===== src/shared/drp_pkg.sv =====
// Purpose: Shared constants and types for the display, result and peak register group
// Assumes: 4-bit register index, 16-bit register data
// Notes:   Field positions follow the segment override register layouts
package drp_pkg;
  localparam int unsigned ADDR_W   = 4;
  localparam int unsigned DATA_W   = 16;
  localparam int unsigned CONV_W   = 20;
  localparam int unsigned SUB_W    = 4;

  localparam logic [3:0] IDX_SEG_B     = 4'h0;
  localparam logic [3:0] IDX_SEG_C     = 4'h1;
  localparam logic [3:0] IDX_OFFSET    = 4'h2;
  localparam logic [3:0] IDX_CONV_UP   = 4'h3;
  localparam logic [3:0] IDX_CONV_LO   = 4'h4;
  localparam logic [3:0] IDX_DISPLAY   = 4'h5;
  localparam logic [3:0] IDX_MAX       = 4'h6;

  localparam logic [15:0] SEG_B_RST    = 16'h0000;
  localparam logic [7:0]  SEG_C_RST    = 8'h00;
  localparam logic [15:0] OFFSET_RST   = 16'h0000;
  localparam logic [19:0] CONV_RST     = 20'h0_0000;
  localparam logic [15:0] DISPLAY_RST  = 16'h0000;
  localparam logic [15:0] MAX_RST      = 16'hb1e0;
  // Don't-care bit 3 and constant bit 0 are not stored
  localparam logic [15:0] SEG_B_WMASK  = 16'hfff6;
  localparam logic [7:0]  SEG_C_WMASK  = 8'h3f;
  // Sub-bits hidden in the 3.5-digit variant
  localparam logic [15:0] SHORT_MASK   = 16'hfff0;

  localparam int unsigned POS_F_DIGIT_THREE = 15;
  localparam int unsigned POS_E_DIGIT_THREE = 14;
  localparam int unsigned POS_POINT_FOURTH  = 13;
  localparam int unsigned B_SIGN            = 12;
  localparam int unsigned POS_B_DIGIT_TWO   = 11;
  localparam int unsigned POS_C_DIGIT_TWO   = 10;
  localparam int unsigned POS_A_DIGIT_TWO   = 9;
  localparam int unsigned POS_G_DIGIT_TWO   = 8;
  localparam int unsigned POS_D_DIGIT_TWO   = 7;
  localparam int unsigned POS_F_DIGIT_TWO   = 6;
  localparam int unsigned POS_E_DIGIT_TWO   = 5;
  localparam int unsigned POS_POINT_THIRD   = 4;
  localparam int unsigned POS_B_DIGIT_ONE   = 2;
  localparam int unsigned POS_C_DIGIT_ONE   = 1;
  localparam int unsigned C_LEAD            = 5;
  localparam int unsigned POS_B_DIGIT_THREE = 4;
  localparam int unsigned POS_C_DIGIT_THREE = 3;
  localparam int unsigned POS_A_DIGIT_THREE = 2;
  localparam int unsigned POS_G_DIGIT_THREE = 1;
  localparam int unsigned POS_D_DIGIT_THREE = 0;

  // One bit per segment, high means the segment is lit
  typedef struct packed {
    logic seg_f_digit_three;
    logic seg_e_digit_three;
    logic point_segment_fourth;
    logic sign_minus;
    logic sign_plus;
    logic seg_b_digit_two;
    logic seg_c_digit_two;
    logic seg_a_digit_two;
    logic seg_g_digit_two;
    logic seg_d_digit_two;
    logic seg_f_digit_two;
    logic seg_e_digit_two;
    logic point_segment_third;
    logic seg_b_digit_one;
    logic seg_c_digit_one;
    logic seg_b_digit_three;
    logic seg_c_digit_three;
    logic seg_a_digit_three;
    logic seg_g_digit_three;
    logic seg_d_digit_three;
    logic leading_one_b;
    logic leading_one_c;
  } drp_seg_s;
endpackage


===== src/hw/drp_regs.sv =====
// Purpose: Segment override, offset, result, display data and peak registers
// Assumes: Register port and control bits already decoded from the serial link
// Notes:   Read data appears one cycle after the index is presented
`timescale 1ns/1ps
module drp_regs
  import drp_pkg::*;
#(
  parameter bit FULL_DIGITS = 1'b1
) (
  input  wire logic              clk_i,
  input  wire logic              rst_n_i,
  input  wire logic              clear_all_i,
  input  wire logic [ADDR_W-1:0] addr_i,
  input  wire logic              wr_en_i,
  input  wire logic [DATA_W-1:0] wdata_i,
  output logic      [DATA_W-1:0] rdata_o,
  input  wire logic              conv_valid_i,
  input  wire logic [CONV_W-1:0] conv_raw_i,
  input  wire logic              segment_override_select_i,
  input  wire logic              display_source_host_i,
  input  wire logic              freeze_i,
  input  wire logic              peak_enable_i,
  output drp_seg_s               seg_lit_o,
  output logic                   numeric_enable_o,
  output logic      [DATA_W-1:0] display_value_o
);

  logic [15:0] seg_b_q, seg_b_d;
  logic [7:0]  seg_c_q, seg_c_d;
  logic [15:0] offset_q, offset_d;
  logic [19:0] conv_q, conv_d;
  logic [15:0] disp_q, disp_d;
  logic [15:0] max_q, max_d;
  logic        armed_q, armed_d;
  logic [15:0] rdata_q, rdata_d;
  drp_seg_s    seg_q, seg_d;
  logic        num_q, num_d;
  logic [15:0] dout_q, dout_d;
  logic [19:0] corr;
  logic        host_wr_disp;

  // Offset is on the upper-register scale, so it lines up above the sub-bits
  assign corr = conv_raw_i - {offset_q, 4'h0};
  assign host_wr_disp = wr_en_i && (addr_i == IDX_DISPLAY) && display_source_host_i;

  always_comb begin
    seg_b_d  = seg_b_q;
    seg_c_d  = seg_c_q;
    offset_d = offset_q;
    conv_d   = conv_q;
    disp_d   = disp_q;
    max_d    = max_q;
    armed_d  = armed_q;
    if (wr_en_i && addr_i == IDX_SEG_B) begin
      seg_b_d = wdata_i & SEG_B_WMASK;
    end
    if (wr_en_i && addr_i == IDX_SEG_C) begin
      seg_c_d = wdata_i[7:0] & SEG_C_WMASK;
    end
    if (wr_en_i && addr_i == IDX_OFFSET) begin
      offset_d = wdata_i;
    end
    if (conv_valid_i) begin
      conv_d = corr;
    end
    if (!peak_enable_i) begin
      max_d   = MAX_RST;
      armed_d = 1'b0;
    end else if (conv_valid_i) begin
      if (!armed_q) begin
        max_d   = corr[19:4];
        armed_d = 1'b1;
      end else if ($signed(corr[19:4]) > $signed(max_q)) begin
        max_d = corr[19:4];
      end
    end
    if (host_wr_disp) begin
      disp_d = wdata_i;
    end else if (!display_source_host_i && conv_valid_i && !freeze_i) begin
      // Freeze keeps the last shown value while conversions go on
      disp_d = peak_enable_i ? max_d : corr[19:4];
    end
    if (clear_all_i) begin
      seg_b_d  = SEG_B_RST;
      seg_c_d  = SEG_C_RST;
      offset_d = OFFSET_RST;
      conv_d   = CONV_RST;
      disp_d   = DISPLAY_RST;
      max_d    = MAX_RST;
      armed_d  = 1'b0;
    end
  end

  always_comb begin
    case (addr_i)
      IDX_SEG_B:   rdata_d = seg_b_q;
      IDX_SEG_C:   rdata_d = {8'h00, seg_c_q};
      IDX_OFFSET:  rdata_d = offset_q;
      IDX_CONV_UP: rdata_d = conv_q[19:4];
      IDX_CONV_LO: rdata_d = {8'h00, conv_q[3:0], 4'h0};
      IDX_DISPLAY: rdata_d = disp_q;
      IDX_MAX:     rdata_d = max_q;
      default:     rdata_d = 16'h0000;
    endcase
  end

  always_comb begin
    logic on;
    on = segment_override_select_i;
    // Segments are dark here when numeric decoding owns the display
    seg_d.seg_f_digit_three    = on & ~seg_b_q[POS_F_DIGIT_THREE];
    seg_d.seg_e_digit_three    = on & ~seg_b_q[POS_E_DIGIT_THREE];
    seg_d.point_segment_fourth = on & ~seg_b_q[POS_POINT_FOURTH];
    seg_d.sign_minus           = on & ~seg_b_q[B_SIGN];
    seg_d.sign_plus            = on &  seg_b_q[B_SIGN];
    seg_d.seg_b_digit_two      = on & ~seg_b_q[POS_B_DIGIT_TWO];
    seg_d.seg_c_digit_two      = on & ~seg_b_q[POS_C_DIGIT_TWO];
    seg_d.seg_a_digit_two      = on & ~seg_b_q[POS_A_DIGIT_TWO];
    seg_d.seg_g_digit_two      = on & ~seg_b_q[POS_G_DIGIT_TWO];
    seg_d.seg_d_digit_two      = on & ~seg_b_q[POS_D_DIGIT_TWO];
    seg_d.seg_f_digit_two      = on & ~seg_b_q[POS_F_DIGIT_TWO];
    seg_d.seg_e_digit_two      = on & ~seg_b_q[POS_E_DIGIT_TWO];
    seg_d.point_segment_third  = on & ~seg_b_q[POS_POINT_THIRD];
    seg_d.seg_b_digit_one      = on & ~seg_b_q[POS_B_DIGIT_ONE];
    seg_d.seg_c_digit_one      = on & ~seg_b_q[POS_C_DIGIT_ONE];
    seg_d.seg_b_digit_three    = on & ~seg_c_q[POS_B_DIGIT_THREE];
    seg_d.seg_c_digit_three    = on & ~seg_c_q[POS_C_DIGIT_THREE];
    seg_d.seg_a_digit_three    = on & ~seg_c_q[POS_A_DIGIT_THREE];
    seg_d.seg_g_digit_three    = on & ~seg_c_q[POS_G_DIGIT_THREE];
    seg_d.seg_d_digit_three    = on & ~seg_c_q[POS_D_DIGIT_THREE];
    seg_d.leading_one_b        = on & ~seg_c_q[C_LEAD];
    seg_d.leading_one_c        = on & ~seg_c_q[C_LEAD];
    num_d  = ~on;
    dout_d = on ? 16'h0000 : (FULL_DIGITS ? disp_q : (disp_q & SHORT_MASK));
  end

  always_ff @(posedge clk_i or negedge rst_n_i) begin
    if (!rst_n_i) begin
      seg_b_q  <= SEG_B_RST;
      seg_c_q  <= SEG_C_RST;
      offset_q <= OFFSET_RST;
      conv_q   <= CONV_RST;
      disp_q   <= DISPLAY_RST;
      max_q    <= MAX_RST;
      armed_q  <= 1'b0;
      rdata_q  <= 16'h0000;
      seg_q    <= '0;
      num_q    <= 1'b1;
      dout_q   <= 16'h0000;
    end else begin
      seg_b_q  <= seg_b_d;
      seg_c_q  <= seg_c_d;
      offset_q <= offset_d;
      conv_q   <= conv_d;
      disp_q   <= disp_d;
      max_q    <= max_d;
      armed_q  <= armed_d;
      rdata_q  <= rdata_d;
      seg_q    <= seg_d;
      num_q    <= num_d;
      dout_q   <= dout_d;
    end
  end

  assign rdata_o          = rdata_q;
  assign seg_lit_o        = seg_q;
  assign numeric_enable_o = num_q;
  assign display_value_o  = dout_q;
endmodule // drp_regs


===== config.mk =====
export PLATFORM = sky130hd
export DESIGN_NAME = drp_regs
export DESIGN_NICKNAME = d
export VERILOG_FILES = /design/src/shared/drp_pkg.sv /design/src/hw/drp_regs.sv
export SDC_FILE = /design/constraint.sdc
export NUM_CORES = 1
export LEC_CHECK = 0
export ABC_AREA = 1
export CAP_MARGIN = 15
export CORE_MARGIN = 4
export CORE_UTILIZATION = 42
export CTS_CLUSTER_SIZE = 16
export DETAILED_ROUTE_END_ITERATION = 8
export DONT_BUFFER_PORTS = 1
export HOLD_SLACK_MARGIN = 0.05
export PLACE_DENSITY_LB_ADDON = 0.15
export SLEW_MARGIN = 0
export SYNTH_ARGS = -nofsm -noshare
export SYNTH_HDL_FRONTEND = slang
export SYNTH_SLANG_ARGS = --single-unit
export TNS_END_PERCENT = 50

===== constraint.sdc =====
create_clock -name clk_i -period 3.1 [get_ports clk_i]
set_input_delay 0.31 -clock clk_i [delete_from_list [all_inputs] [get_ports clk_i]]
set_output_delay 0.31 -clock clk_i [all_outputs]
set_load 0.05 [all_outputs]

After elaboration in Yosys (flattened, before gate mapping)
Index checks and enable logic that the tools add are counted.
- bits in registers: 147
- input port bits: 49
- output and inout bits: 55
- add/sub/neg operators: 1
- order comparisons: 1
- equality and inequality tests: 7
- mux-type cells: 22
- bitwise gates (word level): 42
- reduce and logical (&&, ||, !) cells: 15
- operators by type and width (operator ; number):
    16-bit 2-to-1 mux ; 14
    16-bit one-hot mux with 7 select lines ; 1
    20-bit 2-to-1 mux ; 2
    1-bit AND ; 21
    1-bit inverter ; 21
    20-bit subtractor ; 1
    16-bit > comparator ; 1
    8-bit 2-to-1 mux ; 2
    4-bit by 3-bit == test with 1-bit output, second input constant ; 3
    4-bit by 2-bit == test with 1-bit output, second input constant ; 2
    2-bit nonzero test ; 4
    1-bit logical AND ; 7
    4-bit by 1-bit == test with 1-bit output, second input constant ; 1
    4-bit logical NOT ; 1
    1-bit 2-to-1 mux ; 3
    3-bit != test, second input constant ; 1
    3-bit nonzero test ; 1
    1-bit logical NOT ; 2

Logic depth before layout (Yosys ltp)
Gate-level depths: netlist of the first run.
- word-level depth: 10
- gate-level depth with buffers: 30
- mapped depth without buffers: 29

Worst setup path after synthesis of the first run
Ideal clock, no wire load.
- path kind: reg2reg
- from: register offset_q[0]
- to: register disp_q[13]
- arrival: 2.995 ns
- required time: 2.984 ns
- slack: -0.011 ns
- cell stages (with the launch flop): 28
- cell sequence: dfrtp_1 > ha_1 > fa_1 > inv_1 > nand3_1 > nand2_2 > a21boi_2 > nor3_1 > o21ai_0 > nand2_1 > inv_1 > ha_1 > nand2_1 > inv_1 > nand3_1 > nor2_1 > nand2_1 > nand3_1 > nand3_2 > nand2_4 > nand2_4 > buf_6 > nand2_4 > nand3_2 > nand2_1 > nand2_1 > nand2_1 > nand2_1
- longest elaborated chain between the ends: 10
- RTL lines (item ; line ; source):
    start: declaration ; drp_regs.sv:30 ; logic [15:0] offset_q, offset_d;
    start signal: assignment ; drp_regs.sv:153 ; offset_q <= offset_d;
    20-bit subtractor * ; drp_regs.sv:43 ; assign corr = conv_raw_i - {offset_q, 4'h0};
    16-bit > comparator ; drp_regs.sv:73 ; end else if ($signed(corr[19:4]) > $signed(max_q)) begin
    16-bit 2-to-1 mux ; drp_regs.sv:73 ;
    16-bit 2-to-1 mux ; drp_regs.sv:70 ; if (!armed_q) begin
    16-bit 2-to-1 mux ; drp_regs.sv:69 ; end else if (conv_valid_i) begin
    16-bit 2-to-1 mux ; drp_regs.sv:66 ; if (!peak_enable_i) begin
    16-bit 2-to-1 mux * ; drp_regs.sv:81 ; disp_d = peak_enable_i ? max_d : corr[19:4];
    16-bit 2-to-1 mux * ; drp_regs.sv:79 ; end else if (!display_source_host_i && conv_valid_i && !freeze_i) begin
    16-bit 2-to-1 mux * ; drp_regs.sv:77 ; if (host_wr_disp) begin
    16-bit 2-to-1 mux * ; drp_regs.sv:83 ; if (clear_all_i) begin
    end signal: assignment ; drp_regs.sv:155 ; disp_q <= disp_d;
    end: declaration ; drp_regs.sv:32 ; logic [15:0] disp_q, disp_d;
Every way passes the cells marked *; elsewhere a longest branch is shown, timed or not. The select of a mux whose other input is x is not followed.
A chain may end at the register's enable or synchronous reset.

Final worst setup path of the first run
- from: register offset_q[0]
- to: register disp_q[4]
Same word-level chain as after synthesis.

==> metrics.md, run 1 <==
| Metric | Value |
|---|---|
| Number of remaining DRC errors | 0 |
| Yosys top cell by area | dfrtp_1 |
| Post-Syn Area | approximately 0.0074 mm^2 |
| Outcome | finished, violations left |
| Critical path's most frequent cell | nand2_1 |
| Hold-fix buffers, CTS | 7 |
| Synth cell types | 42 |
| Most area-consuming cells after synthesis | dfrtp_1 45%, nand2_1 9.9%, inv_1 7.4% |
| Final design utilization | 52.5% |
| Vias in the first global route | 6,409 |
| Hpwl dp | roughly 16 mm |
| Actual slew at the worst max-slew pin | about 0.86 ns |
| Die Height | approximately 140 um |
| Met3 Use GR | 4.88% |
| Drt total wl | 23.3 mm |
| Die area | approximately 0.020 mm^2 |
| Most Crowded Layer GR | met2 |
| Clock Skew | 0.00873 ns |
| Area of placed instances | 0.00812 mm^2 |
| Htree depth | 4 |
| # clock sinks | between 100 and 150 |
| Post-Synthesis Net Count | 995 |
| Initial core utilization | between 40% and 50% |
| Vias post-DR | about 6,500 |
| Final setup vio count | 27 |
| Worst path slowest cell | dfrtp_1 |
| CP startpoint | offset_q[0] |
| CTS tree | built |
| Startpoint type of the worst setup path | flop |
| Largest net degree at the start of global routing | roughly 140 |
| Total power | 5.80 mW |
| Total grt overflow | 0 |
| Period minus WS final | approximately 3.3 ns |
| Worst EP arrival | about 3.6 ns |
| Clk_lat worst skew | approximately 0.43 ns |
| Share of cells above drive strength 1 | ~20% |
| Most common cell in the netlist | nand2_1 |
| Yosys top cell area share | a little under half |
| Worst setup margin | -0.216 ns |
| Cts bufs inserted | 17 |
| Global-route wire length before repair | about 36 mm |
| Leakage | roughly 4.7 nW |
| List of most frequent post-synthesis cells | 197 x nand2_1, 146 x inv_1, 135 x dfrtp_1, 79 x nor2_1, 68 x o21ai_0 |
| Fmax | 302 MHz |
| Initial antenna violation count | 0 |
| Synth warn | 0 |
| GR Layer Usage met1 | 31.5% |
| Post-synth ARST share | between 90% and 100% |
| Critical path peak fanout | 6 |
| Cell count after synthesis | approximately 910 |
| Site Rows | between 40 and 50 |
| Syn Area/Cell | between 8 and 9 um^2 |
| CP peak stage delay | 0.39 ns |
| Slew margin rel. | 42.6% |
| First-pass DRT Iterations | 5 |
| Cell area after layout | ~0.0091 mm^2 |
| Via density | roughly 5.3 |
| Crit end category | flop |
| Failing checks | negative hold slack, negative setup slack |
| MaxCap Viol Count | 0 |
| Syn-to-layout area delta | 22.3% |
| Core box area | around 0.017 mm^2 |
| Final Hold Viols | ~150 |
| Final GP Congestion | about 0.93 |
| DR WL/cell | approximately 19 um |
| Setup WS pre-CTS | -0.336 ns |
| CP delay by family, top | simple AND/OR/NAND/NOR gates |
| Ys flop type | dfrtp_1 |
| Clock root cell | clkbuf_16 |
| I/O Buffers | 0 |
| Seq cells post-synth | about 140 |
| Max-slew violations | 0 |
| Worst R2R Start | offset_q[0] |
| WS Path Type | flop to flop |
| Initial DRC count | ~410 |
| GRT Overall Usage | between 20% and 30% |
| HP Class | primary input to async pin |
| ANT nets after route | 0 |
| Critical Path RT | 3.42 ns |
| Register area share after synthesis | about half |
| Clock transition at path regs | 0.07 ns |
| Cell Pwr Density | approximately 640 mW/mm^2 |
| Final net count | ~1,100 |
| CTS max path bufs | 2 |
| Post-synth EDFFs | 0 |
| Worst vdd ir | roughly 440 uV |
| I/O pin cnt | ~100 |
| Die extent in x | about 140 um |
| Unrepaired setup endpoints after global routing | yes |
| M2 GR Usage | approximately 39% |
| Final period utilization | 107% |
| Antenna Cells | 0 |
| Crit path buf inv count | 4 |
| Worst-case hold slack | -0.435 ns |
## sequential cells by signal, summed over array words and instances, names as in the netlist
signal / cells
offset_q: 16
rdata_o: 16
conv_q: 20
max_q: 16
armed_q: 1
numeric_enable_o: 1
disp_q: 16
seg_b_q: 14
display_value_o: 16
seg_lit_o: 21
seg_c_q: 6
## metal layers
layer / part of all wire, % / wire, um
met2: 49 / 11300
met5: 0 / 0
met3: 5.8 / 1350
met4: 3.2 / 746
met1: 42 / 9850
## metrics by stage
stage | hold slack [ns] | setup TNS, ns | instances
2_1_floorplan | 0.0144 | 0 | 914
3_3_place_gp | 0.0184 | -3.69 | 1178
3_5_place_dp | 0.0176 | -7.26 | 1178
4_1_cts | -0.446 | -2.89 | 1219
5_1_grt | -0.453 | -12.47 | 1222
6_report | -0.435 | -4.35 | 1222
## power by group
part	leakage (nW)	total, mW	internal [mW]	switching [mW]
Clock	0.305	2.20	1.30	0.908
Sequential	1.85	2.33	2.04	0.293
Combinational	2.52	1.27	0.530	0.736
Total	4.68	5.80	3.87	1.94
## cell type report
class	instances	area, um^2
Clock inverter	15	198
Timing Repair Buffer	83	652
Sequential cell	143	3590
Multi-Input combinational cell	585	3380
Fill cell	1660	8250
Inverter	154	578
Tap cell	225	282
Clock buffer	17	425
## placed cells by master (no fill, tap or decap), drive strengths merged, types with 3 or more instances in the layout
| master | n |
|---|---|
| o21ai | 73 |
| a21o | 3 |
| o2111ai | 3 |
| nand3 | 77 |
| bufinv | 3 |
| nor3 | 3 |
| dfstp | 8 |
| nand4 | 12 |
| xnor2 | 4 |
| nand2 | 212 |
| dlygate4sd3 | 7 |
| buf | 76 |
| xor2 | 6 |
| o221ai | 12 |
| dfrtp | 135 |
| o22ai | 23 |
| clkinv | 7 |
| nor2 | 81 |
| a21oi | 31 |
| ha | 31 |
| clkbuf | 17 |
| inv | 158 |
## cell families after synthesis
group                      after synthesis  share of synthesized area [%]
AOI/OAI and AO/OA                      153                           12.1
muxes                                    1                          0.151
DFF                                    143                           48.2
adders and majority gates               32                           5.48
xor gates and xnor gates                10                           1.18
and+or+nand+nor                        388                           23.1
buffers and inverters                  187                           9.80
## repair_timing
action | 4_1_cts | 5_1_grt
buffers inserted | 2 | 3
setup endpoints to repair | 32 | 32
hold endpoints to repair | 181 | 154
pin swaps | 8 | 11
cloned | 1 | 0
gates resized for setup | 30 | 24
## final timing paths
check                      cells past startpoint  slack (ns)      endpoint
max                                           25       -0.22     disp_q[4]
min                                            0       -0.43    rdata_o[2]
max reg2reg                                   25       -0.22     disp_q[4]
min reg2reg                                    1        0.42  seg_lit_o[5]
max in group asynchronous                      0        3.26     max_q[13]
min in group clk_i                             1       -0.03     max_q[13]
Power figures use the tool's default switching activity.
==> run 2, diff against run 1 <==
--- a/config.mk
+++ b/config.mk
@@ -6,9 +6,9 @@
 export NUM_CORES = 1
 export LEC_CHECK = 0
 export ABC_AREA = 1
-export CAP_MARGIN = 15
+export CAP_MARGIN = 20
 export CORE_MARGIN = 4
-export CORE_UTILIZATION = 42
+export CORE_UTILIZATION = 35
 export CTS_CLUSTER_SIZE = 16
 export DETAILED_ROUTE_END_ITERATION = 8
 export DONT_BUFFER_PORTS = 1
==> run 2 against run 1 <==
The flow still finishes with violations (negative hold slack, negative setup slack). Total power rose by 0.58%. Via count decreased by 0.96%. Combinational power increased by 3%. Die area rose by 19%. Non-clock buffer count increased by 8. Utilization is 8.2 points lower.
==> metrics.md, run 2 (same netlist as run 1, synthesis figures left out) <==
| Metric | Value |
|---|---|
| Clock transition at path regs | 0.06 ns (was 0.07 ns) |
| Die Height | 154 um (was 141 um) |
| GRT Overall Usage | 21.1% (was 23.9%) |
| Final period utilization | 104% (was 107%) |
| MaxCap Viol Count | 0 (unchanged) |
| Crit end category | flop (unchanged) |
| Via density | 4.99 (was 5.28) |
| Vias post-DR | 6,392 (was 6,454) |
| WS Path Type | flop to flop (unchanged) |
| Worst R2R Start | offset_q[2] (was offset_q[0]) |
| Largest net degree at the start of global routing | 144 (unchanged) |
| CTS max path bufs | 2 (unchanged) |
| FF-to-FF setup slack | -0.13 ns (was -0.22 ns) |
| Antenna Cells | 0 (unchanged) |
| Worst setup margin | -0.132 ns (was -0.216 ns) |
| Syn-to-layout area delta | 24.6% (was 22.3%) |
| Final net count | 1,073 (was 1,065) |
| Critical Path RT | 3.46 ns (was 3.42 ns) |
| # clock sinks | 143 (unchanged) |
| First-pass DRT Iterations | 5 (unchanged) |
| Die area | 0.0237 mm^2 (was 0.0199 mm^2) |
| Initial core utilization | 35.5% (was 42.9%) |
| Final GP Congestion | 0.870 (was 0.927) |
| I/O Buffers | 0 (unchanged) |
| Worst vdd ir | 391 uV (was 443 uV) |
| Clock root cell | clkbuf_16 (unchanged) |
| CTS tree | built (unchanged) |
| Outcome | finished, violations left (unchanged) |
| Cell Pwr Density | 629 mW/mm^2 (was 637 mW/mm^2) |
| Global-route wire length before repair | 38.2 mm (was 36.3 mm) |
| Vias in the first global route | 6,629 (was 6,409) |
| Fmax | 309 MHz (was 302 MHz) |
| Clk_lat worst skew | 0.44 ns (was 0.43 ns) |
| Cts bufs inserted | 17 (unchanged) |
| Critical path's most frequent cell | nand2_1 (unchanged) |
| Final Hold Viols | 143 (was 148) |
| Core box area | 0.0210 mm^2 (was 0.0174 mm^2) |
| Initial antenna violation count | 0 (unchanged) |
| Site Rows | 53 (was 48) |
| Worst path slowest cell | dfrtp_1 (unchanged) |
| Worst EP arrival | 3.59 ns (was 3.64 ns) |
| I/O pin cnt | 104 (unchanged) |
| Clock Skew | 0.0164 ns (was 0.00873 ns) |
| Number of remaining DRC errors | 0 (unchanged) |
| Die extent in x | 154 um (was 141 um) |
| Commonest non-fill, non-tap cell in the layout | nand2_1 (unchanged) |
| Unrepaired setup endpoints after global routing | yes (unchanged) |
| CP delay by family, top | simple AND/OR/NAND/NOR gates (unchanged) |
| Final setup vio count | 24 (was 27) |
| Gate power share | 22.4% (was 21.8%) |
| DR WL/cell | 19.1 um (about the same) |
| Period minus WS final | 3.23 ns (was 3.32 ns) |
| Hpwl dp | 17.2 mm (was 16.4 mm) |
| Total power | 5.84 mW (was 5.80 mW) |
| Slew margin rel. | 42.6% (about the same) |
| ANT nets after route | 0 (unchanged) |
| CP peak stage delay | 0.40 ns (was 0.39 ns) |
| Initial DRC count | 364 (was 405) |
| Share of cells above drive strength 1 | 20.5% (was 19.6%) |
| NetSw | 1.94 mW (about the same) |
| Switching fraction of total power | 33.3% (was 33.4%) |
| Drt total wl | 24.5 mm (was 23.3 mm) |
| Leakage | 4.71 nW (was 4.68 nW) |
| Sequential share of power | 40.0% (was 40.2%) |
| HP Class | primary input to async pin (unchanged) |
| Max-slew violations | 0 (unchanged) |
| Internal | 3.89 mW (was 3.87 mW) |
| Failing checks | negative hold slack, negative setup slack (unchanged) |
| Clock power frac | 37.6% (was 38.0%) |
| Actual slew at the worst max-slew pin | 0.861 ns (about the same) |
| R2R depth | 24 (was 25) |
| Htree depth | 4 (unchanged) |
| Startpoint type of the worst setup path | flop (unchanged) |
| Total grt overflow | 0 (unchanged) |
| Setup WS pre-CTS | -0.319 ns (was -0.336 ns) |
| Most frequent cells in the layout | 187 x nand2_1, 143 x inv_1, 135 x dfrtp_1, 75 x nor2_1, 75 x buf_4 (was 187 x nand2_1, 143 x inv_1, 135 x dfrtp_1, 76 x nor2_1, 73 x buf_4) |
| Crit path buf inv count | 5 (was 4) |
| Crit-path cells | inv_2 > ha_4 > buf_6 > nand3_1 > nand2_2 > nand2_1 > nand2_2 > buf_4 > xor2_1 > buf_4 > ha_1 > a21o_1 > nor2_1 > nand2_1 > nand2_1 > nand2_1 > nand2_1 > nand3_2 > nand2_8 > nand2_8 > nand2_2 > nand3_2 > buf_4 > nor2_1 |
| Critical path peak fanout | 8 (was 6) |
| Flip-flop count of the largest register after layout | 21 (unchanged) |
| R2R Path End | max_q[11] (was disp_q[4]) |
| Worst-case hold slack | -0.432 ns (was -0.435 ns) |
-- run 2: cell count changes in the layout (fill, tap and decap cells not counted), sizes merged --
cell	delta
clkinvlp	+3
dlygate4sd3	+3
buf	+5
clkbuf	+1
inv	-4
-- run 2: power groups by stage --
stage	registers (mW)	logic [mW]	clock network [mW]
floorplan	2.34	0.730	0
global placement	2.37	1.14	0
detailed placement	2.37	1.14	0
CTS	2.34	1.23	2.24
global route	2.35	1.46	2.32
finish	2.33	1.31	2.19
-- run 2: worst max-delay path by stage --
| stage | startpoint | endpoint | cells after the start |
|---|---|---|---|
| 4_1_cts | offset_q[0] | disp_q[7] | 26 |
| 5_1_grt | offset_q[0] | disp_q[13] | 26 |
| 3_5_place_dp | offset_q[0] | disp_q[12] | 25 |
| 3_3_place_gp | conv_raw_i[4] | disp_q[15] | 26 |
| 6_report | offset_q[2] | max_q[11] | 24 |
| 2_1_floorplan | offset_q[0] | disp_q[13] | 26 |
-- run 2: what timing repair did --
| item | CTS | global route |
|---|---|---|
| gates cloned | 2 | 0 |
| hold endpoints to repair | 181 | 144 |
| resized for setup | 29 | 34 |
| endpoints found under the setup margin | 32 | 32 |
| hold buffers | 8 | 2 |
| setup buffers | 3 | 5 |
| pin swaps | 9 | 19 |
-- run 2: per-layer routing --
metal	routed length (um)	GRT usage, %
met5	0	0
met4	741	7.65
met3	1100	4.31
met2	11900	35.5
met1	10700	26.9
-- run 2: cell type report --
type                            count  area, um^2
Sequential cell                   143        3590
Clock inverter                     14         180
Inverter                          154         578
Tap cell                          275         344
Fill cell                        2143       11700
Timing Repair Buffer               91         731
Multi-Input combinational cell    585        3420
Clock buffer                       18         439
-- run 2: stage by stage --
stage	TNS, ns	util (%)	cells	area [um^2]
floorplan	0	-	914	7450
global placement	-6.74	39.1	1228	8180
detailed placement	-7.40	39.1	1228	8180
CTS	-2.73	43.2	1273	9050
global route	-10.05	44.3	1280	9280
finish	-2.27	44.3	1280	9280
==> run 3, diff against run 2 <==
--- a/config.mk
+++ b/config.mk
@@ -13,7 +13,7 @@
 export DETAILED_ROUTE_END_ITERATION = 8
 export DONT_BUFFER_PORTS = 1
 export HOLD_SLACK_MARGIN = 0.05
-export PLACE_DENSITY_LB_ADDON = 0.15
+export SETUP_SLACK_MARGIN = 0.02
 export SLEW_MARGIN = 0
 export SYNTH_ARGS = -nofsm -noshare
 export SYNTH_HDL_FRONTEND = slang
==> run 3 against run 2 <==
The run still ends with negative hold slack, negative setup slack left. Register-to-register slack lost 0.13 ns. Flip-flop and latch count stayed put. Design area shrank 2.4%. Worst hold slack got worse by 0.0024 ns. Sequential power about the same. Critical endpoint is now disp_q[9]. Global-route usage fell by 1.1 points.
==> metrics.md, run 3 (same netlist as run 1, synthesis figures left out) <==
| Metric | Value |
|---|---|
| R2R Path End | disp_q[9] (was max_q[11]) |
| Startpoint type of the worst setup path | flop (unchanged) |
| CTS tree | built (unchanged) |
| Final setup vio count | 29 (was 24) |
| CP peak stage delay | 0.38 ns (was 0.40 ns) |
| Outcome | finished, violations left (unchanged) |
| FF-to-FF setup slack | -0.26 ns (was -0.13 ns) |
| ANT nets after route | 0 (unchanged) |
| CTS max path bufs | 2 (unchanged) |
| Actual slew at the worst max-slew pin | 0.862 ns (was 0.861 ns) |
| Drt total wl | 23.2 mm (was 24.5 mm) |
| Htree depth | 4 (unchanged) |
| Unrepaired setup endpoints after global routing | yes (unchanged) |
| Clock transition at path regs | 0.06 ns (about the same) |
| Final period utilization | 108% (was 104%) |
| Global-route wire length before repair | 36.5 mm (was 38.2 mm) |
| Core box area | 0.0210 mm^2 (unchanged) |
| I/O pin cnt | 104 (unchanged) |
| Setup WS pre-CTS | -0.203 ns (was -0.319 ns) |
| DR WL/cell | 18.4 um (was 19.1 um) |
| Worst-case hold slack | -0.435 ns (was -0.432 ns) |
| Antenna Cells | 0 (unchanged) |
| Failing checks | negative hold slack, negative setup slack (unchanged) |
| Flip-flop count of the largest register after layout | 21 (unchanged) |
| Cell Pwr Density | 641 mW/mm^2 (was 629 mW/mm^2) |
| Vias post-DR | 6,393 (was 6,392) |
| Worst R2R Start | offset_q[0] (was offset_q[2]) |
| Clk_lat worst skew | 0.44 ns (about the same) |
| Clock Skew | 0.00969 ns (was 0.0164 ns) |
| Final net count | 1,053 (was 1,073) |
| Initial antenna violation count | 0 (unchanged) |
| Crit end category | flop (unchanged) |
| WS Path Type | flop to flop (unchanged) |
| CP Depth | 23 (was 24) |
| MaxCap Viol Count | 0 (unchanged) |
| Initial core utilization | 35.5% (unchanged) |
| I/O Buffers | 0 (unchanged) |
| Die Height | 154 um (unchanged) |
| Cts bufs inserted | 17 (unchanged) |
| Critical path peak fanout | 6 (was 8) |
| Die extent in x | 154 um (unchanged) |
| R2R depth | 23 (was 24) |
| Number of remaining DRC errors | 0 (unchanged) |
| Total grt overflow | 0 (unchanged) |
| Crit path buf inv count | 3 (was 5) |
| Site Rows | 53 (unchanged) |
| Most frequent cells in the layout | 189 x nand2_1, 143 x inv_1, 135 x dfrtp_1, 77 x nor2_1, 67 x o21ai_0 (was 187 x nand2_1, 143 x inv_1, 135 x dfrtp_1, 75 x nor2_1, 75 x buf_4) |
| Initial DRC count | 513 (was 364) |
| Worst vdd ir | 355 uV (was 391 uV) |
| Fillers | 2,075 (was 2,143) |
| Final GP Congestion | 0.892 (was 0.870) |
| Clock root cell | clkbuf_16 (unchanged) |
| Worst EP arrival | 3.69 ns (was 3.59 ns) |
| Fmax | 298 MHz (was 309 MHz) |
| Critical path's most frequent cell | nand2_1 (unchanged) |
| Syn-to-layout area delta | 21.6% (was 24.6%) |
| First-pass DRT Iterations | 5 (unchanged) |
| Dpl cells | 1,215 (was 1,228) |
| Via density | 5.08 (was 4.99) |
| Final design utilization | 43.2% (was 44.3%) |
| Largest net degree at the start of global routing | 144 (unchanged) |
| Vias in the first global route | 6,426 (was 6,629) |
| Commonest non-fill, non-tap cell in the layout | nand2_1 (unchanged) |
| Critical Path RT | 3.43 ns (was 3.46 ns) |
| Share of cells above drive strength 1 | 17.6% (was 20.5%) |
| # clock sinks | 143 (unchanged) |
| Period minus WS final | 3.36 ns (was 3.23 ns) |
| Die area | 0.0237 mm^2 (unchanged) |
| Hpwl dp | 16.3 mm (was 17.2 mm) |
| Slew margin rel. | 42.6% (about the same) |
| Worst setup margin | -0.261 ns (was -0.132 ns) |
| Max-slew violations | 0 (unchanged) |
| Crit-path cells | ha_2 > fa_2 > inv_2 > nand3_2 > nand2_4 > buf_4 > nand4_1 > nand3_1 > xor2_1 > ha_1 > nand4_1 > a21oi_2 > nor2_1 > nand2_1 > nand2_1 > nand3_2 > nand2_4 > buf_6 > nand3_1 > nand3_2 > nand2_1 > nand3_1 > nand2_1 (was inv_2 > ha_4 > buf_6 > nand3_1 > nand2_2 > nand2_1 > nand2_2 > buf_4 > xor2_1 > buf_4 > ha_1 > a21o_1 > nor2_1 > nand2_1 > nand2_1 > nand2_1 > nand2_1 > nand3_2 > nand2_8 > nand2_8 > nand2_2 > nand3_2 > buf_4 > nor2_1) |
| Worst path slowest cell | dfrtp_1 (unchanged) |
| Final Hold Viols | 150 (was 143) |
| Layout Cells excl Fill | 1,259 (was 1,280) |
| Hold-fix buffers, CTS | 7 (was 8) |
| Leakage | 4.62 nW (was 4.71 nW) |
| HP Class | primary input to async pin (unchanged) |
| CP delay by family, top | simple AND/OR/NAND/NOR gates (unchanged) |
| GRT Overall Usage | 20.0% (was 21.1%) |
-- run 3: worst max-delay path by stage --
stage	start	to	slack, ns
floorplan	offset_q[0]	disp_q[13]	0.06
global placement	offset_q[2]	disp_q[13]	-0.15
detailed placement	offset_q[2]	disp_q[12]	-0.20
CTS	offset_q[0]	disp_q[2]	-0.09
global route	offset_q[0]	disp_q[9]	-0.51
finish	offset_q[0]	disp_q[9]	-0.26
-- run 3: report_power, final --
group	leakage, nW	internal, mW	total [mW]	switching (mW)
logic	2.46	0.499	1.22	0.717
registers	1.85	2.04	2.33	0.293
clock network	0.310	1.44	2.26	0.816
-- run 3: per-layer routing --
metal | up-vias | global-route usage [%] | share of wire, %
li1 | 3066 | - | -
met1 | 3072 | 25.5 | 42
met2 | 208 | 32.9 | 49
met3 | 47 | 5.32 | 6.4
met4 | 0 | 6.94 | 2.6
met5 | - | 0 | 0
-- run 3: cell type report --
class | instances | area [um^2] | share of cell area (%)
Clock buffer | 20 | 447 | 4.93
Inverter | 154 | 578 | 6.38
Sequential cell | 143 | 3590 | 39.6
Tap cell | 275 | 344 | 3.80
Clock inverter | 11 | 190 | 2.10
Timing Repair Buffer | 71 | 579 | 6.40
Multi-Input combinational cell | 585 | 3330 | 36.8
-- run 3: what timing repair did --
action                                  CTS  global route
gates resized for setup                  28            13
pin swaps                                 5             1
setup buffers                             1             3
endpoints found under the setup margin   32            32
hold endpoints to repair                181           155
gates cloned                              1             1
-- run 3: stage by stage --
stage	hold WS (ns)	area, um^2	power (mW)	TNS [ns]
after floorplan	0.0144	7450	3.07	0
after global placement	0.0176	8090	3.45	-2.58
after detailed placement	0.0177	8090	3.46	-3.55
after CTS	-0.441	8960	5.80	-1.26
after global routing	-0.447	9060	6.08	-12.68
final	-0.435	9060	5.81	-5.29
-- run 3: worst reg2reg max path: stages, from the launching register on --
cell and delay [ns]:
dfrtp_1 0.38, ha_2 0.19, fa_2 0.35, inv_2 0.06, nand3_2 0.08, nand2_4 0.10, buf_4 0.11, nand4_1 0.06
nand3_1 0.12, xor2_1 0.24, ha_1 0.28, nand4_1 0.17, a21oi_2 0.05, nor2_1 0.12, nand2_1 0.07, nand2_1 0.07
nand3_2 0.09, nand2_4 0.17, buf_6 0.17, nand3_1 0.08, nand3_2 0.09, nand2_1 0.05, nand3_1 0.08, nand2_1 0.06
